## src/hdl/cfg_seq_pkg.sv

```systemverilog
// Shared constants, types and register layout of the startup sequencer
`default_nettype none
package cfg_seq_pkg;
  // Register byte offsets
  localparam logic [11:0] OFF_CTRL = 12'h000;
  localparam logic [11:0] OFF_PHASE = 12'h004;
  localparam logic [11:0] OFF_STATUS = 12'h008;
  // Control register fields
  localparam int CTRL_START = 0;
  localparam int CTRL_PIPE = 1;
  localparam int CTRL_LIVE = 2;
  localparam int CTRL_PORT = 3;
  localparam int CTRL_MONPWR = 5;
  localparam int CTRL_SEC = 6;
  // Phase register fields, four bits each
  localparam int PH_CMPL = 0;
  localparam int PH_TRI = 4;
  localparam int PH_WE = 8;
  localparam int PH_LCK = 12;
  localparam int PH_MAT = 16;
  // Status register fields
  localparam int ST_PHASE = 0;
  localparam int ST_RUN = 3;
  localparam int ST_DONE = 4;
  localparam int ST_TRI_REL = 5;
  localparam int ST_WE = 6;
  localparam int ST_REFUSED = 7;
  localparam int ST_RB = 8;
  localparam int ST_RECONF = 9;
  localparam int ST_LOCKED = 10;
  localparam int ST_MATCHED = 11;
  localparam int ST_FIN = 12;
  // Phase option codes: 0..6 is a phase number
  localparam logic [3:0] OPT_MAXPH = 4'h6;
  localparam logic [3:0] OPT_DONE = 4'h7;
  localparam logic [3:0] OPT_KEEP = 4'h8;
  localparam logic [3:0] OPT_NOWAIT = 4'hf;
  // Reset values of the phase options
  localparam logic [3:0] RST_CMPL = 4'h4;
  localparam logic [3:0] RST_TRI = 4'h5;
  localparam logic [3:0] RST_WE = 4'h6;
  localparam logic [3:0] RST_LCK = OPT_NOWAIT;
  localparam logic [3:0] RST_MAT = OPT_NOWAIT;
  // Phase counter values
  localparam logic [2:0] PHASE_FIRST = 3'h0;
  localparam logic [2:0] PHASE_LAST = 3'h6;
  localparam logic [2:0] PHASE_END = 3'h7;
  localparam logic [2:0] PHASE_STEP = 3'h1;
  // Security levels and port choices
  localparam logic [1:0] SEC_NONE = 2'h0;
  localparam logic [1:0] SEC_L1 = 2'h1;
  localparam logic [1:0] SEC_L2 = 2'h2;
  localparam logic [1:0] PORT_AUTO = 2'h0;
  localparam logic [1:0] PORT_TOP = 2'h1;
  localparam logic [1:0] PORT_BOT = 2'h2;
  // Phase-triggered events
  localparam int N_EVENTS = 3;
  localparam int EV_CMPL = 0;
  localparam int EV_TRI = 1;
  localparam int EV_WE = 2;

  typedef enum logic [1:0] {SEQ_IDLE, SEQ_RUN, SEQ_FIN} seq_state_t;

  typedef struct packed {
    logic psel;
    logic penable;
    logic pwrite;
    logic [11:0] paddr;
    logic [31:0] pwdata;
  } apb_req_t;

  typedef struct packed {
    logic [31:0] prdata;
    logic pready;
    logic pslverr;
  } apb_rsp_t;

  typedef struct packed {
    logic done_flag;
    logic global_tristate;
    logic global_write_enable;
    logic bram_enable;
    logic global_set_reset;
    logic global_high_hold;
    logic readback_enable;
    logic reconfig_enable;
    logic port_top_sel;
    logic port_bottom_sel;
    logic monitor_power_off;
  } startup_out_t;
endpackage
`default_nettype wire

```

## src/hdl/phase_hit.sv

```systemverilog
// Decides whether a phase option has been reached
`timescale 1ns/1ps
`default_nettype none
module phase_hit (
  input wire logic [3:0] option,
  input wire logic [2:0] phase,
  input wire logic active,
  input wire logic done_flag,
  output logic hit
);
  // Phase numbers latch on once passed; Done follows the flag; Keep never fires
  always_comb begin
    if (!active) begin
      hit = 1'b0;
    end else if (option <= cfg_seq_pkg::OPT_MAXPH) begin
      hit = ({1'b0, phase} >= option);
    end else if (option == cfg_seq_pkg::OPT_DONE) begin
      hit = done_flag;
    end else begin
      hit = 1'b0;
    end
  end
endmodule
`default_nettype wire

```

## src/hdl/phase_stall.sv

```systemverilog
// Holds the sequencer at a lock or calibration wait phase
`timescale 1ns/1ps
`default_nettype none
module phase_stall (
  input wire logic [3:0] lock_wait_phase,
  input wire logic [3:0] match_phase,
  input wire logic [2:0] phase,
  input wire logic running,
  input wire logic clocks_locked,
  input wire logic calib_matched,
  output logic stall
);
  logic lock_wait;
  logic match_wait;
  // NoWait, Keep or any code above 6 never stalls
  always_comb begin
    lock_wait = (lock_wait_phase <= cfg_seq_pkg::OPT_MAXPH) && (lock_wait_phase[2:0] == phase);
    match_wait = (match_phase <= cfg_seq_pkg::OPT_MAXPH) && (match_phase[2:0] == phase);
    stall = running && ((lock_wait && !clocks_locked) || (match_wait && !calib_matched));
  end
endmodule
`default_nettype wire

```

## src/hdl/config_startup_sequencer.sv

```systemverilog
// Startup phase sequencer with APB register access
//
// Design decisions made here: the APB interface to the registers and the placing of the registers.
`timescale 1ns/1ps
`default_nettype none
module config_startup_sequencer (
  input wire logic pclk,
  input wire logic presetn,
  input wire cfg_seq_pkg::apb_req_t apb_req,
  output cfg_seq_pkg::apb_rsp_t apb_rsp,
  input wire logic clocks_locked,
  input wire logic calib_matched,
  output cfg_seq_pkg::startup_out_t startup_out
);

  typedef struct packed {
    cfg_seq_pkg::apb_rsp_t rsp;
    logic pipe_opt;
    logic live_opt;
    logic [1:0] port_choice;
    logic monpwr_opt;
    logic [1:0] sec;
    logic [3:0] cmpl_phase;
    logic [3:0] tri_phase;
    logic [3:0] we_phase;
    logic [3:0] lck_phase;
    logic [3:0] mat_phase;
    cfg_seq_pkg::seq_state_t st;
    logic [2:0] phase;
    logic pipe_stage;
    logic refused;
    cfg_seq_pkg::startup_out_t out;
  } state_t;

  state_t state_q;
  state_t state_d;

  logic [3:0] ev_opt [cfg_seq_pkg::N_EVENTS];
  logic [cfg_seq_pkg::N_EVENTS-1:0] ev_hit;
  logic active;
  logic running;
  logic stall;
  logic acc;
  logic xfer;
  logic wr_ctrl;
  logic start_req;
  logic [31:0] ctrl_word;
  logic [31:0] phase_word;
  logic [31:0] status_word;

  // Outputs come straight from the state register
  assign apb_rsp = state_q.rsp;
  assign startup_out = state_q.out;

  // Sequencer activity
  assign active = (state_q.st != cfg_seq_pkg::SEQ_IDLE);
  assign running = (state_q.st == cfg_seq_pkg::SEQ_RUN);

  // Event options, in event index order
  assign ev_opt[cfg_seq_pkg::EV_CMPL] = state_q.cmpl_phase;
  assign ev_opt[cfg_seq_pkg::EV_TRI] = state_q.tri_phase;
  assign ev_opt[cfg_seq_pkg::EV_WE] = state_q.we_phase;

  // One comparator per phase-triggered event
  genvar gi;
  generate
    for (gi = 0; gi < cfg_seq_pkg::N_EVENTS; gi++) begin : g_ev
      phase_hit u_hit (
        .option(ev_opt[gi]),
        .phase(state_q.phase),
        .active(active),
        .done_flag(state_q.out.done_flag),
        .hit(ev_hit[gi])
      );
    end
  endgenerate

  // Lock and calibration waits; only observes the match, never starts it
  phase_stall u_stall (
    .lock_wait_phase(state_q.lck_phase),
    .match_phase(state_q.mat_phase),
    .phase(state_q.phase),
    .running(running),
    .clocks_locked(clocks_locked),
    .calib_matched(calib_matched),
    .stall(stall)
  );

  // APB phases: acc answers with one wait state, xfer is the committing edge
  assign acc = apb_req.psel && apb_req.penable && !state_q.rsp.pready;
  assign xfer = apb_req.psel && apb_req.penable && state_q.rsp.pready;
  assign wr_ctrl = xfer && apb_req.pwrite && (apb_req.paddr == cfg_seq_pkg::OFF_CTRL);
  assign start_req = wr_ctrl && apb_req.pwdata[cfg_seq_pkg::CTRL_START];

  // Read views of the registers
  always_comb begin
    ctrl_word = 32'h0000_0000;
    ctrl_word[cfg_seq_pkg::CTRL_PIPE] = state_q.pipe_opt;
    ctrl_word[cfg_seq_pkg::CTRL_LIVE] = state_q.live_opt;
    ctrl_word[cfg_seq_pkg::CTRL_PORT +: 2] = state_q.port_choice;
    ctrl_word[cfg_seq_pkg::CTRL_MONPWR] = state_q.monpwr_opt;
    ctrl_word[cfg_seq_pkg::CTRL_SEC +: 2] = state_q.sec;
    phase_word = 32'h0000_0000;
    phase_word[cfg_seq_pkg::PH_CMPL +: 4] = state_q.cmpl_phase;
    phase_word[cfg_seq_pkg::PH_TRI +: 4] = state_q.tri_phase;
    phase_word[cfg_seq_pkg::PH_WE +: 4] = state_q.we_phase;
    phase_word[cfg_seq_pkg::PH_LCK +: 4] = state_q.lck_phase;
    phase_word[cfg_seq_pkg::PH_MAT +: 4] = state_q.mat_phase;
    status_word = 32'h0000_0000;
    status_word[cfg_seq_pkg::ST_PHASE +: 3] = state_q.phase;
    status_word[cfg_seq_pkg::ST_RUN] = running;
    status_word[cfg_seq_pkg::ST_DONE] = state_q.out.done_flag;
    status_word[cfg_seq_pkg::ST_TRI_REL] = !state_q.out.global_tristate;
    status_word[cfg_seq_pkg::ST_WE] = state_q.out.global_write_enable;
    status_word[cfg_seq_pkg::ST_REFUSED] = state_q.refused;
    status_word[cfg_seq_pkg::ST_RB] = state_q.out.readback_enable;
    status_word[cfg_seq_pkg::ST_RECONF] = state_q.out.reconfig_enable;
    status_word[cfg_seq_pkg::ST_LOCKED] = clocks_locked;
    status_word[cfg_seq_pkg::ST_MATCHED] = calib_matched;
    status_word[cfg_seq_pkg::ST_FIN] = (state_q.st == cfg_seq_pkg::SEQ_FIN);
  end

  // Next-state logic for bus, options and startup sequence
  always_comb begin
    state_d = state_q;
    // Bus answer: data and error settle in the wait cycle
    state_d.rsp.pready = acc;
    state_d.rsp.pslverr = 1'b0;
    state_d.rsp.prdata = 32'h0000_0000;
    if (acc) begin
      case (apb_req.paddr)
        cfg_seq_pkg::OFF_CTRL: begin
          state_d.rsp.prdata = ctrl_word;
        end
        cfg_seq_pkg::OFF_PHASE: begin
          state_d.rsp.prdata = phase_word;
        end
        cfg_seq_pkg::OFF_STATUS: begin
          state_d.rsp.pslverr = apb_req.pwrite;
          state_d.rsp.prdata = status_word;
        end
        default: begin
          state_d.rsp.pslverr = 1'b1;
        end
      endcase
      if (apb_req.pwrite) begin
        state_d.rsp.prdata = 32'h0000_0000;
      end
    end

    // Register writes commit only at the edge that sees pready
    if (wr_ctrl) begin
      state_d.pipe_opt = apb_req.pwdata[cfg_seq_pkg::CTRL_PIPE];
      state_d.live_opt = apb_req.pwdata[cfg_seq_pkg::CTRL_LIVE];
      state_d.port_choice = apb_req.pwdata[cfg_seq_pkg::CTRL_PORT +: 2];
      state_d.monpwr_opt = apb_req.pwdata[cfg_seq_pkg::CTRL_MONPWR];
      state_d.sec = apb_req.pwdata[cfg_seq_pkg::CTRL_SEC +: 2];
    end
    // Options are frozen while a sequence runs to avoid torn phase choices
    if (xfer && apb_req.pwrite && apb_req.paddr == cfg_seq_pkg::OFF_PHASE && !running) begin
      state_d.cmpl_phase = apb_req.pwdata[cfg_seq_pkg::PH_CMPL +: 4];
      state_d.tri_phase = apb_req.pwdata[cfg_seq_pkg::PH_TRI +: 4];
      state_d.we_phase = apb_req.pwdata[cfg_seq_pkg::PH_WE +: 4];
      state_d.lck_phase = apb_req.pwdata[cfg_seq_pkg::PH_LCK +: 4];
      state_d.mat_phase = apb_req.pwdata[cfg_seq_pkg::PH_MAT +: 4];
    end

    // Phase stepping
    case (state_q.st)
      cfg_seq_pkg::SEQ_IDLE: begin
        state_d.phase = cfg_seq_pkg::PHASE_FIRST;
      end
      cfg_seq_pkg::SEQ_RUN: begin
        if (!stall) begin
          state_d.phase = state_q.phase + cfg_seq_pkg::PHASE_STEP;
          if (state_q.phase == cfg_seq_pkg::PHASE_LAST) begin
            state_d.st = cfg_seq_pkg::SEQ_FIN;
          end
        end
      end
      cfg_seq_pkg::SEQ_FIN: begin
        state_d.phase = cfg_seq_pkg::PHASE_END;
      end
      default: begin
        state_d.st = cfg_seq_pkg::SEQ_IDLE;
      end
    endcase

    // Start request; a locked-down configuration refuses it while reconfig_enable is low
    if (start_req && !running) begin
      if (state_q.out.reconfig_enable) begin
        state_d.st = cfg_seq_pkg::SEQ_RUN;
        state_d.phase = cfg_seq_pkg::PHASE_FIRST;
        state_d.refused = 1'b0;
      end else begin
        state_d.refused = 1'b1;
      end
    end

    // Completion flag, optionally one stage later
    state_d.pipe_stage = ev_hit[cfg_seq_pkg::EV_CMPL];
    if (state_q.pipe_opt) begin
      state_d.out.done_flag = state_q.pipe_stage && ev_hit[cfg_seq_pkg::EV_CMPL];
    end else begin
      state_d.out.done_flag = ev_hit[cfg_seq_pkg::EV_CMPL];
    end

    // Global controls driven by the reached phases
    state_d.out.global_tristate = !ev_hit[cfg_seq_pkg::EV_TRI];
    state_d.out.global_write_enable = ev_hit[cfg_seq_pkg::EV_WE];
    state_d.out.bram_enable = ev_hit[cfg_seq_pkg::EV_WE];

    // Set/reset and high-hold only during a run, never in live mode
    state_d.out.global_set_reset = running && !state_q.live_opt && !ev_hit[cfg_seq_pkg::EV_WE];
    state_d.out.global_high_hold = running && !state_q.live_opt && !ev_hit[cfg_seq_pkg::EV_TRI];

    // Security gating; level two locks once the device has completed
    state_d.out.readback_enable = (state_q.sec == cfg_seq_pkg::SEC_NONE);
    state_d.out.reconfig_enable = !((state_q.sec == cfg_seq_pkg::SEC_L2) && state_q.out.done_flag);

    // Internal port routing; Auto settles on the top port
    state_d.out.port_top_sel = (state_q.port_choice != cfg_seq_pkg::PORT_BOT);
    state_d.out.port_bottom_sel = (state_q.port_choice == cfg_seq_pkg::PORT_BOT);

    // Monitor power-down is a plain level from its option bit
    state_d.out.monitor_power_off = state_q.monpwr_opt;
  end

  // Single state register; reset puts the fabric in its unconfigured shape
  always_ff @(posedge pclk or negedge presetn) begin
    if (!presetn) begin
      state_q <= '0;
      state_q.cmpl_phase <= cfg_seq_pkg::RST_CMPL;
      state_q.tri_phase <= cfg_seq_pkg::RST_TRI;
      state_q.we_phase <= cfg_seq_pkg::RST_WE;
      state_q.lck_phase <= cfg_seq_pkg::RST_LCK;
      state_q.mat_phase <= cfg_seq_pkg::RST_MAT;
      state_q.st <= cfg_seq_pkg::SEQ_IDLE;
      state_q.out.global_tristate <= 1'b1;
      state_q.out.readback_enable <= 1'b1;
      state_q.out.reconfig_enable <= 1'b1;
      state_q.out.port_top_sel <= 1'b1;
    end else begin
      state_q <= state_d;
    end
  end
endmodule
`default_nettype wire

```

## config.mk

```make
export PLATFORM = sky130hd
export DESIGN_NAME = config_startup_sequencer
export DESIGN_NICKNAME = d
export VERILOG_FILES = /design/src/hdl/cfg_seq_pkg.sv /design/src/hdl/phase_hit.sv /design/src/hdl/phase_stall.sv /design/src/hdl/config_startup_sequencer.sv
export SDC_FILE = /design/constraint.sdc
export NUM_CORES = 1
export LEC_CHECK = 0
export ABC_AREA = 0
export BUFFER_PORTS_ARGS = -buffer_cell sky130_fd_sc_hd__buf_2
export CORE_MARGIN = 4
export CORE_UTILIZATION = 55
export CTS_CLUSTER_SIZE = 20
export DETAILED_ROUTE_END_ITERATION = 12
export PLACE_DENSITY = 0.93
export SLEW_MARGIN = 10
export SYNTH_ARGS = -nofsm -noshare
export SYNTH_HDL_FRONTEND = slang
export SYNTH_SLANG_ARGS = --single-unit
```

## constraint.sdc

```tcl
create_clock -name pclk -period 2.7 [get_ports pclk]
set_clock_uncertainty 0.05 [all_clocks]
set_input_delay 0.135 -clock pclk [delete_from_list [all_inputs] [get_ports pclk]]
set_output_delay 0.135 -clock pclk [all_outputs]
set_load 0.03 [all_outputs]
```

==> results by group <==
Die
  • Die ar.: 0.00752 mm^2
  • Die Ht: 86.7 um
  • Core area: 0.00596 mm^2
  • Rows: 28
  • Ports: 96
  • Initial Util: 0.572
  • Die extent in x: 86.7 um

Logic synthesis
  • Most common cell in the synthesized netlist: dfrtp_1
  • Post-synth cell types: 47
  • Synth top area share: 0.360
  • EDFF count, synth: 0
  • Post-synth top cells: dfrtp_1, buf_4, nor2_1
  • Seq cells post-synth: 66
  • Synthesized cell area: 0.00341 mm^2
  • Avg Inst Size Synth: 10.6 um^2
  • Mapped Cells: 323
  • Area leader, netlist: dfrtp_1
  • Share of flip-flops with an asynchronous set or reset: 1.00
  • Top post-synthesis cells by area: dfrtp_1, dfstp_2, buf_4
  • Synth Flop Type: dfrtp_1
  • Seq/Total Area, Yosys: 0.491
  • Yosys warning count: 0

Setup path
  • Critical Path RT: 2.86 ns
  • WS Path Type: flop to flop
  • Setup crit end kind: flop
  • CP Cell Sequence: inv_1 > ha_1 > nand2b_1 > a21o_1 > a21oi_1 > a2111oi_0 > nor3_1
  • Crit path launch type: flop
  • Slowest library cell on the worst path: a2111oi_0
  • CP Buf/Inv Count: 1
  • Worst Path Max Fanout: 10
  • CP delay by family, top: compound AO/OA/AOI/OAI gates
  • Crit path largest cell delay: ~0.60 ns
  • Crit path DAT: approximately 2.3 ns

GRT
  • Pin count of the biggest net entering global routing: 32
  • First-pass GRT wire length: 13.0 mm
  • Initial antenna violation count: 0
  • Aggregate global routing overflow: 0
  • Number of global-route vias before repair: 2,647
  • Total Routing Usage GR: 0.227

Job
  • MaxCap Viol Count: 0

Finish
  • Nets@finish: 446
  • Area growth from synthesis to layout: 16.1%
  • Seq. cell area: 0.00167 mm^2
  • Share of cells above drive strength 1: 0.342
  • Multi-input logic area: 0.00132 mm^2
  • Fillers: 422
  • Final core utilization: 0.665
  • Cell Count, Final, Fillers Out: 464
  • ANT cells: 0

Timing
  • Relative slew slack: 0.388
  • Final hold vios: 0
  • # setup viols final: 0
  • Minimum clock period: ~2.2 ns
  • Pins Over Slew Limit: 0
  • Fmax: 462 MHz
  • Worst slew pin tran: around 0.9 ns
  • RSZ-0062 raised after global routing: no
  • Crit share post-route: 0.802
  • Setup TNS: 0 ns

Power and ir drop
  • Max VDD drop: approximately 0.00033 V
  • Pwr Density: 509 mW/mm^2
  • Pwr Total: slightly above 2000 uW
  • P_leak: 0.00195 uW

Placed design
  • Routability Congestion: 0.902
  • Cells after DPL: 428
  • IO buf count: 71
  • Post-DP HPWL: approximately 5.3 mm

CTS
  • Num CTS Buffers: 9
  • CTS Root Cell: clkbuf_8
  • Clock Pin Slew Worst Setup and Hold Paths: 0.07 ns
  • TritonCTS clock tree: done
  • Clock buffer depth: 2
  • Clk sinks: 66
  • # H-tree levels: 3
  • Total setup buffers inserted after CTS: 0
  • Clk Latency, worst-skew pair: 0.35 ns

Outcome
  • Run status: finished clean

Route
  • WL final: 7.81 mm
  • Remaining DRCs: 0
  • Router iterations before antenna repair: 5
  • DR iter-0 viols: between 150 and 200
  • Routed via count: roughly 2.6k
  • Post-DR wirelength/cell: 16.8 um
  • Vias/cell: ~5.5
  • Antenna viol nets, final: 0

Min path
  • Hold Path Class: input port to flop
==> worst reg2reg max path: cells and delay by family, from the launching register on <==
family	cells	cell delay, ns
and+or+nand+nor	2	0.19
AOI/OAI and AO/OA	3	0.77
adders and majority gates	1	0.30
DFF	1	0.54
buffers and inverters	1	0.18
==> state kept, by name (all words and copies together), names as in the netlist <==
signal       cells
ctrl_word        7
ev_opt          12
apb_rsp         22
state_q          7
startup_out     10
phase_word       8
==> worst paths after layout <==
path / slack, ns / to / startpoint / depth (start not counted)
max reg2reg: 0.53 / startup_out[6]$_DFF_PN0_ / state_q[13]$_DFF_PN0_ / 7
max in group asynchronous: 1.44 / ev_opt[4]$_DFFE_PN1P_ / presetn / 3
min reg2reg: 0.37 / startup_out[0]$_DFF_PN0_ / ctrl_word[5]$_DFFE_PN0P_ / 0
min: 0.02 / apb_rsp[13]$_DFF_PN0_ / calib_matched / 3
min in group asynchronous: 0.31 / state_q[11]$_DFFE_PN0P_ / presetn / 2
max: 0.53 / startup_out[6]$_DFF_PN0_ / state_q[13]$_DFF_PN0_ / 7
==> layer usage <==
metal | GRT usage | part of all wire
met5 | 0 | 0
met4 | 0.109 | 0.035
met3 | 0.0466 | 0.076
met2 | 0.371 | 0.49
met1 | 0.288 | 0.40
==> stage by stage <==
| step | setup WS [ns] | hold slack, ns | instance area [um^2] |
|---|---|---|---|
| after floorplan | 0.897 | -0.211 | 3450 |
| after global placement | 0.606 | 0.146 | 3540 |
| after detailed placement | 0.586 | 0.161 | 3540 |
| after CTS | 0.582 | 0.0112 | 3960 |
| after global routing | 0.406 | 0.0337 | 3960 |
| final | 0.533 | 0.0208 | 3960 |
==> power breakdown <==
part	total (uW)	leakage (uW)	internal, uW	switching (uW)
combinational	139	0.00102	53.2	85.8
sequential	993	0.000822	992	0.967
clock	882	0.000110	528	354
total	2010	0.00195	1570	441
==> cell type report <==
type | instances | area share
flip-flops and latches | 66 | 0.422
multi-input cells | 195 | 0.334
repair buffers | 96 | 0.150
clock buffers | 15 | 0.0471
well taps | 75 | 0.0237
inverters | 16 | 0.0152
clock inverters | 1 | 0.00758
==> repair_timing <==
item                                   in CTS  in global routing
gates resized for setup                     0                  0
endpoints found under the hold margin      47                  0
setup endpoints to repair                   0                  0
hold buffers                               20                  0
==> cell usage in the layout (no fill, tap or decap), drive strengths merged, types with 6 or more instances in the layout <==
cell | synthesis | final
buf | 50 | 76
dfrtp | 49 | 49
nor2 | 33 | 33
nand2 | 26 | 26
mux2 | 20 | 20
dlygate4sd3 | 0 | 20
dfstp | 17 | 17
inv | 16 | 16
clkbuf | 7 | 15
conb | 1 | 12
ha | 11 | 11
a21oi | 9 | 9
mux2i | 9 | 9
and2 | 7 | 7
o21ai | 7 | 7
nand3 | 6 | 6
==> cell families after synthesis <==
| group | after synthesis | synth area share |
|---|---|---|
| compound gates | 45 | 0.0910 |
| xor+xnor | 4 | 0.0103 |
| fa+ha+maj | 11 | 0.0404 |
| buf+inv | 73 | 0.133 |
| flops | 66 | 0.491 |
| mux | 29 | 0.0925 |
| other cells | 1 | 0.00110 |
| simple gates | 94 | 0.141 |
Note: power is estimated with default switching activity, not from simulation.
